[src/rtl/act_pkg.sv]
// constants, register layouts and types of the compute and threshold control
// assumes a 32-bit apb master and a converter core on the same clock
// Behaviour
// - guard ring outputs start at the polarity bit level in precharge.
// - double sample pairs two conversions; compute only after the second.
// - at conversion start previous value loads filter output or result.
// - low-pass mode time constant is two to the shift, unity gain.
// - accumulate, average, burst average divide accumulator by two^shift.
// - basic mode ignores the shift field.
// - clear command empties accumulator, overflow, counter; bit self-clears.
// - mode field selects basic, accumulate, average, burst, low-pass.
// - continuous with stop set clears go on threshold, else retriggers.
// - continuous without stop never clears go; software must clear it.
// - without continuous run the stop bit has no effect.
// - threshold select picks the compare condition raising the event.
// - overflow flag set on accumulator or error overflow; software clears.
// - above-upper flag reads one when error exceeds upper threshold.
// - below-lower flag reads one when error is under lower threshold.
// - update flag set when computed values update; cleared by software.
// - stage status reports idle, first and second stage codes.
// - filter output is shifted accumulator, or low-pass result.
// - repeat counter counts computations; check when it reaches target.
`default_nettype none
package act_pkg;
  // register indices; byte address is four times the index
  localparam logic [11:0] IDX_SAMPLE_CONTROL = 12'h0f54;
  localparam logic [11:0] IDX_COMPUTE_CONTROL = 12'h0f55;
  localparam logic [11:0] IDX_THRESHOLD_CONTROL = 12'h0f56;
  localparam logic [11:0] IDX_RUN_CONTROL = 12'h0f5b;
  localparam logic [11:0] IDX_PREVIOUS_VALUE = 12'h0f5c;
  localparam logic [11:0] IDX_CONVERSION_RESULT = 12'h0f5e;
  localparam logic [11:0] IDX_CONVERTER_STATUS = 12'h0f60;
  localparam logic [11:0] IDX_REPEAT_TARGET = 12'h0f61;
  localparam logic [11:0] IDX_REPEAT_COUNTER = 12'h0f62;
  localparam logic [11:0] IDX_SETPOINT = 12'h0f63;
  localparam logic [11:0] IDX_LOWER_THRESHOLD = 12'h0f65;
  localparam logic [11:0] IDX_UPPER_THRESHOLD = 12'h0f67;
  localparam logic [11:0] IDX_ERROR_VALUE = 12'h0f69;
  localparam logic [11:0] IDX_ACCUMULATOR = 12'h0f6b;
  localparam logic [11:0] IDX_FILTER_OUTPUT = 12'h0f6d;
  // reset values
  localparam logic [7:0] RST_CTRL8 = 8'h00;
  localparam logic [15:0] RST_WORD16 = 16'h0000;
  // compute mode codes
  localparam logic [2:0] MODE_BASIC = 3'h0;
  localparam logic [2:0] MODE_ACCUMULATE = 3'h1;
  localparam logic [2:0] MODE_AVERAGE = 3'h2;
  localparam logic [2:0] MODE_BURST = 3'h3;
  localparam logic [2:0] MODE_LOWPASS = 3'h4;
  // stage status codes
  localparam logic [2:0] STAGE_IDLE = 3'h0;
  localparam logic [2:0] STAGE_PRE1 = 3'h1;
  localparam logic [2:0] STAGE_ACQ1 = 3'h2;
  localparam logic [2:0] STAGE_CONV1 = 3'h3;
  localparam logic [2:0] STAGE_PRE2 = 3'h5;
  localparam logic [2:0] STAGE_ACQ2 = 3'h6;
  localparam logic [2:0] STAGE_CONV2 = 3'h7;

  typedef struct packed {
    logic [1:0] unused_7_6;
    logic guard_ring_polarity;
    logic [3:0] unused_4_1;
    logic double_sample_enable;
  } act_sample_ctrl_type;

  typedef struct packed {
    logic previous_sample_select;
    logic [2:0] accumulate_shift;
    logic accumulator_clear;
    logic [2:0] compute_mode_select;
  } act_compute_ctrl_type;

  typedef struct packed {
    logic unused_7;
    logic [2:0] error_calc_select;
    logic stop_on_threshold;
    logic [2:0] threshold_event_select;
  } act_threshold_ctrl_type;

  typedef struct packed {
    logic unused_7;
    logic continuous_run;
    logic unused_5;
    logic clock_source_select;
    logic [2:0] unused_3_1;
    logic conversion_go;
  } act_run_ctrl_type;

  typedef struct packed {
    logic accumulator_overflow;
    logic above_upper_flag;
    logic below_lower_flag;
    logic compute_update_flag;
    logic unused_3;
    logic [2:0] stage_status;
  } act_status_type;

  typedef enum logic [2:0] {
    ST_IDLE, ST_PRE1, ST_ACQ1, ST_CONV1, ST_PRE2, ST_ACQ2, ST_CONV2
  } act_stage_type;
endpackage : act_pkg
`default_nettype wire

[src/rtl/act_compute_ctrl.sv]
// compute stage control: registers, stage sequencer, accumulator, thresholds
// assumes the converter core shares core_clk and pulses core_stage_done at
// the end of each precharge, acquisition and conversion stage
`default_nettype none
module act_compute_ctrl #(
  parameter int unsigned PADDR_W = 14,
  parameter int unsigned RESULT_W = 10
) (
  // clock and reset
  input wire logic core_clk,
  input wire logic sys_rst,
  // apb slave
  input wire logic psel,
  input wire logic penable,
  input wire logic pwrite,
  input wire logic [PADDR_W-1:0] paddr,
  input wire logic [31:0] pwdata,
  input wire logic [3:0] pstrb,
  output logic [31:0] prdata,
  output logic pready,
  output logic pslverr,
  // converter core
  input wire logic core_stage_done,
  input wire logic [RESULT_W-1:0] core_result,
  output logic conv_start,
  output logic guard_ring_out,
  output logic threshold_event
);
  if (PADDR_W < 14 || RESULT_W > 16 || RESULT_W < 1) begin : g_chk
    $error("act_compute_ctrl: unsupported parameter values");
  end

  localparam act_pkg::act_stage_type ST_IDLE = act_pkg::ST_IDLE;
  localparam act_pkg::act_stage_type ST_PRE1 = act_pkg::ST_PRE1;
  localparam act_pkg::act_stage_type ST_ACQ1 = act_pkg::ST_ACQ1;
  localparam act_pkg::act_stage_type ST_CONV1 = act_pkg::ST_CONV1;
  localparam act_pkg::act_stage_type ST_PRE2 = act_pkg::ST_PRE2;
  localparam act_pkg::act_stage_type ST_ACQ2 = act_pkg::ST_ACQ2;
  localparam act_pkg::act_stage_type ST_CONV2 = act_pkg::ST_CONV2;
  logic pready_q, pready_d, pslverr_q, pslverr_d;
  logic [31:0] prdata_q, prdata_d;
  act_pkg::act_sample_ctrl_type sc_q, sc_d;
  act_pkg::act_compute_ctrl_type cc_q, cc_d;
  act_pkg::act_threshold_ctrl_type tc_q, tc_d;
  act_pkg::act_run_ctrl_type rc_q, rc_d;
  act_pkg::act_stage_type state_q, state_d;
  logic aov_q, aov_d, above_q, above_d, below_q, below_d, upd_q, upd_d;
  logic [7:0] tgt_q, tgt_d, cnt_q, cnt_d;
  logic [15:0] prev_q, prev_d, res_q, res_d, acc_q, acc_d, filt_q, filt_d;
  logic [15:0] err_q, err_d, setp_q, setp_d, lower_q, lower_d;
  logic [15:0] upper_q, upper_d;
  logic start_q, start_d, guard_q, guard_d, evt_q, evt_d;

  logic [11:0] idx;
  logic access, wr;
  assign idx = paddr[13:2];
  assign access = psel & penable & pready_q;
  assign wr = access & pwrite;

  function automatic logic wr_hit(input logic [11:0] r, input logic lane);
    return wr && idx == r && lane;
  endfunction

  function automatic logic [2:0] stage_code(input act_pkg::act_stage_type s);
    unique case (s)
      ST_IDLE: stage_code = act_pkg::STAGE_IDLE;
      ST_PRE1: stage_code = act_pkg::STAGE_PRE1;
      ST_ACQ1: stage_code = act_pkg::STAGE_ACQ1;
      ST_CONV1: stage_code = act_pkg::STAGE_CONV1;
      ST_PRE2: stage_code = act_pkg::STAGE_PRE2;
      ST_ACQ2: stage_code = act_pkg::STAGE_ACQ2;
      ST_CONV2: stage_code = act_pkg::STAGE_CONV2;
    endcase
  endfunction

  function automatic logic thr_hit(input logic [2:0] sel, input logic gt_u,
                                   input logic lt_l, input logic gt_l,
                                   input logic lt_u);
    unique case (sel)
      3'h7: thr_hit = 1'b1;
      3'h6: thr_hit = gt_u;
      3'h5: thr_hit = ~gt_u;
      3'h4: thr_hit = lt_l | gt_u;
      3'h3: thr_hit = gt_l & lt_u;
      3'h2: thr_hit = ~lt_l;
      3'h1: thr_hit = lt_l;
      3'h0: thr_hit = 1'b0;
    endcase
  endfunction

  // status view; read-only fields come from state, never from the bus
  act_pkg::act_status_type status;
  assign status = '{accumulator_overflow: aov_q, above_upper_flag: above_q,
                    below_lower_flag: below_q, compute_update_flag: upd_q,
                    unused_3: 1'b0, stage_status: stage_code(state_q)};

  // apb: one wait state, data and error registered with pready
  always_comb begin
    pready_d = psel & penable & ~pready_q;
    pslverr_d = 1'b0;
    prdata_d = prdata_q;
    if (pready_d) begin
      prdata_d = 32'h0000_0000;
      case (idx)
        act_pkg::IDX_SAMPLE_CONTROL: prdata_d[7:0] = sc_q;
        act_pkg::IDX_COMPUTE_CONTROL: prdata_d[7:0] = cc_q;
        act_pkg::IDX_THRESHOLD_CONTROL: prdata_d[7:0] = tc_q;
        act_pkg::IDX_RUN_CONTROL: prdata_d[7:0] = rc_q;
        act_pkg::IDX_PREVIOUS_VALUE: prdata_d[15:0] = prev_q;
        act_pkg::IDX_CONVERSION_RESULT: prdata_d[15:0] = res_q;
        act_pkg::IDX_CONVERTER_STATUS: prdata_d[7:0] = status;
        act_pkg::IDX_REPEAT_TARGET: prdata_d[7:0] = tgt_q;
        act_pkg::IDX_REPEAT_COUNTER: prdata_d[7:0] = cnt_q;
        act_pkg::IDX_SETPOINT: prdata_d[15:0] = setp_q;
        act_pkg::IDX_LOWER_THRESHOLD: prdata_d[15:0] = lower_q;
        act_pkg::IDX_UPPER_THRESHOLD: prdata_d[15:0] = upper_q;
        act_pkg::IDX_ERROR_VALUE: prdata_d[15:0] = err_q;
        act_pkg::IDX_ACCUMULATOR: prdata_d[15:0] = acc_q;
        act_pkg::IDX_FILTER_OUTPUT: prdata_d[15:0] = filt_q;
        default: pslverr_d = 1'b1;
      endcase
    end
  end

  always_ff @(posedge core_clk) begin
    if (sys_rst) begin
      {pready_q, pslverr_q} <= 2'b00;
      prdata_q <= 32'h0000_0000;
    end else begin
      {pready_q, pslverr_q, prdata_q} <= {pready_d, pslverr_d, prdata_d};
    end
  end

  // computation datapath
  logic [15:0] res16, filt_new, err_new;
  logic [16:0] sum17, lpf17, acc17, diff17;
  logic [7:0] cnt_new;
  logic conv_end, compute_now, is_sum, is_lpf, is_avg, check, ovf_now;
  logic gt_u, lt_l, gt_l, lt_u, evt_now;
  logic [2:0] shift;

  assign shift = cc_q.accumulate_shift;
  assign res16 = 16'(core_result);
  assign is_lpf = cc_q.compute_mode_select == act_pkg::MODE_LOWPASS;
  assign is_avg = cc_q.compute_mode_select == act_pkg::MODE_AVERAGE ||
                  cc_q.compute_mode_select == act_pkg::MODE_BURST;
  assign is_sum = is_avg ||
                  cc_q.compute_mode_select == act_pkg::MODE_ACCUMULATE;
  assign conv_end = core_stage_done &&
                    (state_q == ST_CONV1 || state_q == ST_CONV2);
  assign compute_now = core_stage_done && (state_q == ST_CONV2 ||
    (state_q == ST_CONV1 && !sc_q.double_sample_enable));
  assign sum17 = {1'b0, acc_q} + {1'b0, res16};
  // leaky integrator: acc keeps 2^shift times the output, so gain is one
  assign lpf17 = {1'b0, acc_q} - 17'(acc_q >> shift) + 17'(res16);
  // reserved mode codes behave as basic
  assign acc17 = is_lpf ? lpf17 : (is_sum ? sum17 : {1'b0, acc_q});
  assign filt_new = (is_lpf || is_sum) ? (acc17[15:0] >> shift)
                                       : filt_q;
  assign diff17 = tc_q.error_calc_select[0] ?
                  {1'b0, filt_new} - {1'b0, setp_q} :
                  {1'b0, res16} - {1'b0, prev_q};
  assign err_new = diff17[15:0];
  assign ovf_now = compute_now &&
                   (acc17[16] || (diff17[16] ^ diff17[15]));
  assign cnt_new = (cnt_q == 8'hff) ? cnt_q : cnt_q + 8'h01;
  assign check = (is_avg || is_lpf) ? (cnt_new >= tgt_q) : 1'b1;
  assign gt_u = $signed(err_new) > $signed(upper_q);
  assign lt_l = $signed(err_new) < $signed(lower_q);
  assign gt_l = $signed(err_new) > $signed(lower_q);
  assign lt_u = $signed(err_new) < $signed(upper_q);
  assign evt_now = compute_now && check &&
    thr_hit(tc_q.threshold_event_select, gt_u, lt_l, gt_l, lt_u);

  always_comb begin
    logic retrig;
    retrig = 1'b0;
    sc_d = sc_q;
    cc_d = cc_q;
    tc_d = tc_q;
    rc_d = rc_q;
    state_d = state_q;
    {aov_d, above_d, below_d, upd_d} = {aov_q, above_q, below_q, upd_q};
    {tgt_d, cnt_d} = {tgt_q, cnt_q};
    {prev_d, res_d, acc_d, filt_d, err_d} =
      {prev_q, res_q, acc_q, filt_q, err_q};
    {setp_d, lower_d, upper_d} = {setp_q, lower_q, upper_q};
    start_d = 1'b0;
    evt_d = evt_now;
    // stage sequencer
    unique case (state_q)
      ST_IDLE: if (rc_q.conversion_go) begin
        state_d = ST_PRE1;
        start_d = 1'b1;
      end
      ST_PRE1: if (core_stage_done) state_d = ST_ACQ1;
      ST_ACQ1: if (core_stage_done) state_d = ST_CONV1;
      ST_CONV1: if (core_stage_done) begin
        state_d = sc_q.double_sample_enable ? ST_PRE2 : ST_IDLE;
      end
      ST_PRE2: if (core_stage_done) state_d = ST_ACQ2;
      ST_ACQ2: if (core_stage_done) state_d = ST_CONV2;
      ST_CONV2: if (core_stage_done) state_d = ST_IDLE;
    endcase
    if (conv_end) res_d = res16;
    if (compute_now) begin
      upd_d = 1'b1;
      err_d = err_new;
      acc_d = acc17[15:0];
      filt_d = filt_new;
      cnt_d = cnt_new;
      if (check) begin
        above_d = gt_u;
        below_d = lt_l;
        if (is_avg || is_lpf) cnt_d = 8'h00;
        if (is_avg) acc_d = 16'h0000;
      end
      // burst repeats inside one trigger until the count is reached
      if (cc_q.compute_mode_select == act_pkg::MODE_BURST && !check) begin
        retrig = 1'b1;
      end else if (rc_q.continuous_run) begin
        if (tc_q.stop_on_threshold && evt_now) begin
          rc_d.conversion_go = 1'b0;
        end else begin
          retrig = rc_q.conversion_go;
        end
      end else begin
        rc_d.conversion_go = 1'b0;
      end
      if (retrig) begin
        state_d = ST_PRE1;
        start_d = 1'b1;
      end
    end
    if (start_d) begin
      prev_d = cc_q.previous_sample_select ? filt_q : res_q;
    end
    // clear command takes one cycle, then the bit drops by itself
    if (cc_q.accumulator_clear) begin
      acc_d = 16'h0000;
      cnt_d = 8'h00;
      aov_d = 1'b0;
      cc_d.accumulator_clear = 1'b0;
    end
    // software writes; a go set here wins over the hardware clear above
    if (wr_hit(act_pkg::IDX_SAMPLE_CONTROL, pstrb[0])) begin
      sc_d = act_pkg::act_sample_ctrl_type'(pwdata[7:0]);
      sc_d.unused_7_6 = 2'b00;
      sc_d.unused_4_1 = 4'h0;
    end
    if (wr_hit(act_pkg::IDX_COMPUTE_CONTROL, pstrb[0])) begin
      cc_d = act_pkg::act_compute_ctrl_type'(pwdata[7:0]);
      cc_d.accumulator_clear = pwdata[3] | cc_d.accumulator_clear;
    end
    if (wr_hit(act_pkg::IDX_THRESHOLD_CONTROL, pstrb[0])) begin
      tc_d = act_pkg::act_threshold_ctrl_type'(pwdata[7:0]);
      tc_d.unused_7 = 1'b0;
    end
    if (wr_hit(act_pkg::IDX_RUN_CONTROL, pstrb[0])) begin
      rc_d = act_pkg::act_run_ctrl_type'(pwdata[7:0]);
      {rc_d.unused_7, rc_d.unused_5, rc_d.unused_3_1} = 5'h00;
    end
    if (wr_hit(act_pkg::IDX_REPEAT_TARGET, pstrb[0])) tgt_d = pwdata[7:0];
    if (wr_hit(act_pkg::IDX_SETPOINT, pstrb[0])) setp_d[7:0] = pwdata[7:0];
    if (wr_hit(act_pkg::IDX_SETPOINT, pstrb[1])) setp_d[15:8] = pwdata[15:8];
    if (wr_hit(act_pkg::IDX_LOWER_THRESHOLD, pstrb[0])) begin
      lower_d[7:0] = pwdata[7:0];
    end
    if (wr_hit(act_pkg::IDX_LOWER_THRESHOLD, pstrb[1])) begin
      lower_d[15:8] = pwdata[15:8];
    end
    if (wr_hit(act_pkg::IDX_UPPER_THRESHOLD, pstrb[0])) begin
      upper_d[7:0] = pwdata[7:0];
    end
    if (wr_hit(act_pkg::IDX_UPPER_THRESHOLD, pstrb[1])) begin
      upper_d[15:8] = pwdata[15:8];
    end
    // status: write one clears the two clearable flags, set still wins;
    // the stage code and threshold flags ignore writes
    if (wr_hit(act_pkg::IDX_CONVERTER_STATUS, pstrb[0])) begin
      if (pwdata[7] && !ovf_now) aov_d = 1'b0;
      if (pwdata[4] && !compute_now) upd_d = 1'b0;
    end
    if (ovf_now) aov_d = 1'b1;
    // guard ring: polarity level in precharge, inverted while sampling
    unique case (state_d)
      ST_ACQ1, ST_CONV1, ST_ACQ2, ST_CONV2:
        guard_d = ~sc_d.guard_ring_polarity;
      default: guard_d = sc_d.guard_ring_polarity;
    endcase
  end

  always_ff @(posedge core_clk) begin
    if (sys_rst) begin
      {sc_q, cc_q, tc_q, rc_q} <= {4{act_pkg::RST_CTRL8}};
      state_q <= ST_IDLE;
      {aov_q, above_q, below_q, upd_q} <= 4'h0;
      {tgt_q, cnt_q} <= {2{act_pkg::RST_CTRL8}};
      {prev_q, res_q, acc_q, filt_q} <= {4{act_pkg::RST_WORD16}};
      {err_q, setp_q, lower_q, upper_q} <= {4{act_pkg::RST_WORD16}};
      {start_q, guard_q, evt_q} <= 3'h0;
    end else begin
      {sc_q, cc_q, tc_q, rc_q} <= {sc_d, cc_d, tc_d, rc_d};
      state_q <= state_d;
      {aov_q, above_q, below_q, upd_q} <= {aov_d, above_d, below_d, upd_d};
      {tgt_q, cnt_q} <= {tgt_d, cnt_d};
      {prev_q, res_q, acc_q, filt_q} <= {prev_d, res_d, acc_d, filt_d};
      {err_q, setp_q, lower_q, upper_q} <= {err_d, setp_d, lower_d, upper_d};
      {start_q, guard_q, evt_q} <= {start_d, guard_d, evt_d};
    end
  end

  assign prdata = prdata_q;
  assign pready = pready_q;
  assign pslverr = pslverr_q;
  assign conv_start = start_q;
  assign guard_ring_out = guard_q;
  assign threshold_event = evt_q;
endmodule // act_compute_ctrl
`default_nettype wire

[config.mk]
export PLATFORM = sky130hd
export DESIGN_NAME = act_compute_ctrl
export DESIGN_NICKNAME = d
export VERILOG_FILES = /design/src/rtl/act_pkg.sv /design/src/rtl/act_compute_ctrl.sv
export SDC_FILE = /design/constraint.sdc
export NUM_CORES = 1
export LEC_CHECK = 0
export BUFFER_PORTS_ARGS = -buffer_cell sky130_fd_sc_hd__buf_4
export CORE_ASPECT_RATIO = 1.25
export CORE_MARGIN = 10
export CORE_UTILIZATION = 30
export CTS_BUF_LIST = sky130_fd_sc_hd__clkbuf_2 sky130_fd_sc_hd__clkbuf_4 sky130_fd_sc_hd__clkbuf_8
export CTS_CLUSTER_SIZE = 28
export DETAILED_ROUTE_END_ITERATION = 6
export SYNTH_ARGS = -nofsm -noshare
export SYNTH_HDL_FRONTEND = slang
export SYNTH_SLANG_ARGS = --single-unit
[constraint.sdc]
create_clock -name core_clk -period 25.3 [get_ports core_clk]
set_input_delay 7.59 -clock core_clk [delete_from_list [all_inputs] [get_ports core_clk]]
set_output_delay 7.59 -clock core_clk [all_outputs]
set_load 0.1 [all_outputs]
==> summary.txt <==
Routing
  • DR vias/cell: ~5.5
  • Final ANT Viol Nets: 0
  • DRC: 0
  • Routed vias: ~14,000
  • DR WL/cell: about 21 um
  • Drt initial violations: roughly 1,200
  • Overall routed net length: a little over 50,000 um
  • Pre-Repair DR Iteration Count: 5

CTS
  • Clock root buffer master: clkbuf_8
  • CTS clock-pin slew for the worst setup and hold paths: 0.10 ns
  • Max clock buf depth: 2
  • H-tree Lvls: 4
  • TritonCTS clock tree: done
  • Total CTS buffers: 17
  • Postcts setup bufs: 0
  • CTS resizes: 0
  • Clk sinks: 186
  • Hold_buf cts: 0
  • Clk_lat worst skew: around 0.53 ns

Setup path
  • CP Data Arrival Time: around 18 ns
  • Top delay family on crit path: compound AO/OA/AOI/OAI gates
  • Startpoint Class: input port
  • Most common cell on crit path: a21oi_1
  • Worst Setup End Kind: flip-flop
  • Critical path required time: between 20 and 30 ns
  • Critical-path top delay cell: a211o_1
  • WP buf/inv: 3
  • CP max stage delay: slightly above 0.9 ns
  • Crit Path Class: input port to flip-flop
  • Worst-path fanout max: 17
  • R2R setup slack: around 14 ns

Pwr
  • Leakage power: 5.61 nW
  • Sequential Power Share: around half
  • Sw Pwr: 0.201 mW
  • Total power draw: between 0.6 and 0.7 mW
  • Switching Fraction: between 30% and 40%
  • Clock power frac: approximately 35%
  • Peak VDD IR: 0.0350 mV
  • Comb power frac: between 10% and 20%
  • Int Pwr: a little over 0.4 mW
  • PwrDens: approximately 39 nW/um^2

Die
  • Core footprint: roughly 47,000 um^2
  • Io pins: approximately 100
  • Site Rows: 89
  • Initial core utilization: 30.2%
  • Die W: roughly 210 um
  • Die H: between 200 and 300 um
  • Die Area: approximately 56,000 um^2

GRT
  • First-pass GRT wire length: approximately 78,000 um
  • GR Overflow Total: 0
  • Largest net degree at the start of global routing: 95
  • Aggregate global-route resource usage: between 15 and 20%
  • Vias in the first global route: between 10,000 and 15,000
  • Initial antenna violation count: 1

STA
  • Final Skew: 0.0157 ns
  • # setup viols final: 0
  • Final-report max-slew violation count: 0
  • Slew Limit Headroom: ~16%
  • Hold Worst Slack: ~0.47 ns
  • Final hold violation count: 0
  • Least-Margin Pin Slew: about 1.3 ns
  • Tmin final: ~17 ns
  • RSZ-0062 raised after global routing: false
  • Period utilization: between 60% and 70%
  • Setup TNS Final: 0 ns
  • Max Clk Rate: slightly below 60 MHz

Logic synthesis
  • Dominant cell type by area after synthesis: dfxtp_1
  • Seq/Total Area, Yosys: 26.2%
  • Synth Cell Area: 14,200 um^2
  • FFs w/ async S/R, synth: 0%
  • Yosys warns: 0
  • EDFF count, synth: 0
  • Synth cell types: between 80 and 90
  • Syn Inst Count: roughly 1,800
  • Yosys reg bits: between 150 and 200
  • Main synth FF type: dfxtp_1
  • Mean post-synth cell area: between 7 and 8 um^2
  • Share of the synthesized area in the top cell type: about a quarter
  • Leading post-synthesis cells by cell area: dfxtp_1 (26%), ha_1 (8.8%), mux2i_1 (7.0%), nor2_1 (5.8%), a21oi_1 (5.2%)

Finish
  • Final Net Count: roughly 2,000
  • Layout cells sized above 1: under 10%
  • Core Util, Final: between 30% and 40%
  • Cell area after layout: around 16,000 um^2
  • Area grow syn2layout: 9.62%

Place
  • Gp weighted congestion: ~0.96
  • Port Buffers: 66
  • Post-DP HPWL: ~39,000 um
  • Area of placed instances: about 15,000 um^2

Job
  • Max-cap viol count: 0

Outcome
  • Status: finished clean

Min path
  • Hold WC Path Type: flip-flop to flip-flop
[cells in the mapped netlist, types with 15 or more instances]
cell type and n:
nand2b_1 19, nor3_1 49, a21o_1 17, ha_1 100, a211oi_1 39, nor2_1 219, a221oi_1 29, xor2_1 22
a21oi_1 148, mux2i_1 99, nand2_1 174, clkbuf_1 84, o21ai_0 77, xnor2_1 30, a311oi_1 15, dfxtp_1 186
inv_1 119, a22oi_1 33, buf_4 19, nor2b_1 21, nand3_1 64
[worst min-delay path, delay by kind of cell (launching register included)]
family / cells / cell delay (ns)
simple gates: 1 / 0.05
flops: 1 / 0.33
compound gates: 1 / 0.05
[through the flow]
stage          setup slack (ns)  cells
6_report                   8.18   2487
5_1_grt                    7.68   2487
4_1_cts                    8.43   2486
3_5_place_dp               7.93   2454
3_3_place_gp               8.08   2454
2_1_floorplan             10.50   1853
[area by class of cell]
cell class	instances	area (um^2)
fillers	5076	31400
multi-input cells	1425	9550
flip-flops and latches	186	3720
well taps	637	797
repair buffers	85	638
inverters	121	454
clock buffers	20	269
clock inverters	12	125
diodes	1	2.50
[logic make-up after synthesis]
group                      share of synthesized area (%)
AOI/OAI and AO/OA                                   23.7
xor gates and xnor gates                            3.21
adders and majority gates                           10.7
buffers and inverters                               7.09
DFF                                                 26.2
muxes                                               8.33
other                                             0.0264
and+or+nand+nor                                     20.7
[layer usage]
metal  global-route usage (%)  share of wire [%]
met1                     20.7                 40
met2                     31.0                 50
met3                     2.00                5.2
met4                     8.50                4.5
met5                        0                  0
[state kept, by name (all words and copies together), names as in the netlist, 16 cells and up]
register and count:
prdata 16, filt_q 16, lower_q 16, err_q 16
upper_q 16, acc_q 16, prev_q 16, setp_q 16
[path summary, 6_finish.rpt]
check	depth (start not counted)	to	start
setup / recovery	35	prev_q[5]	core_result[1]
hold / removal	2	err_q[2]	err_q[2]
setup reg to reg	38	prev_q[5]	shift[1]
hold reg to reg	2	err_q[2]	err_q[2]
[placed cells by master, fill, tap and decap left out, types with 7 or more instances in the layout]
| cell type | synthesis | layout |
|---|---|---|
| dfxtp_1 | 186 | 185 |
| ha_1 | 100 | 100 |
| a211oi_1 | 39 | 39 |
| nand2b_1 | 19 | 19 |
| a221oi_1 | 29 | 29 |
| o21a_1 | 13 | 13 |
| clkbuf_8 | 0 | 19 |
| o21ai_1 | 9 | 8 |
| nor3_1 | 49 | 49 |
| a22oi_1 | 33 | 33 |
| nand4b_1 | 8 | 8 |
| nand3_1 | 64 | 64 |
| a22o_1 | 12 | 12 |
| and2_1 | 9 | 9 |
| or3_1 | 11 | 11 |
| mux2_2 | 9 | 9 |
| o31ai_1 | 10 | 10 |
| fa_1 | 13 | 13 |
| xnor2_1 | 30 | 29 |
| nor2_1 | 219 | 217 |
| nand4_1 | 13 | 13 |
| a21o_1 | 17 | 17 |
| and3_1 | 7 | 7 |
| mux2i_1 | 99 | 99 |
| conb_1 | 1 | 16 |
| a31oi_1 | 9 | 9 |
| o22ai_1 | 9 | 9 |
| buf_4 | 19 | 85 |
| o21ai_0 | 77 | 77 |
| nand3b_1 | 7 | 7 |
| inv_1 | 119 | 119 |
| a211oi_2 | 7 | 7 |
| a222oi_1 | 9 | 9 |
| nor2b_1 | 21 | 21 |
| nand2_1 | 174 | 174 |
| a311oi_1 | 15 | 15 |
| xor2_1 | 22 | 22 |
| a21oi_1 | 148 | 148 |
[power groups by stage]
stage,Clock [mW],Combinational [mW],Sequential [mW]
5_1_grt,0.221,0.108,0.296
3_5_place_dp,0,0.0999,0.302
2_1_floorplan,0,0.0600,0.314
3_3_place_gp,0,0.0989,0.302
6_report,0.209,0.101,0.295
4_1_cts,0.212,0.100,0.295
No activity file was read; power rests on OpenSTA's default activity.
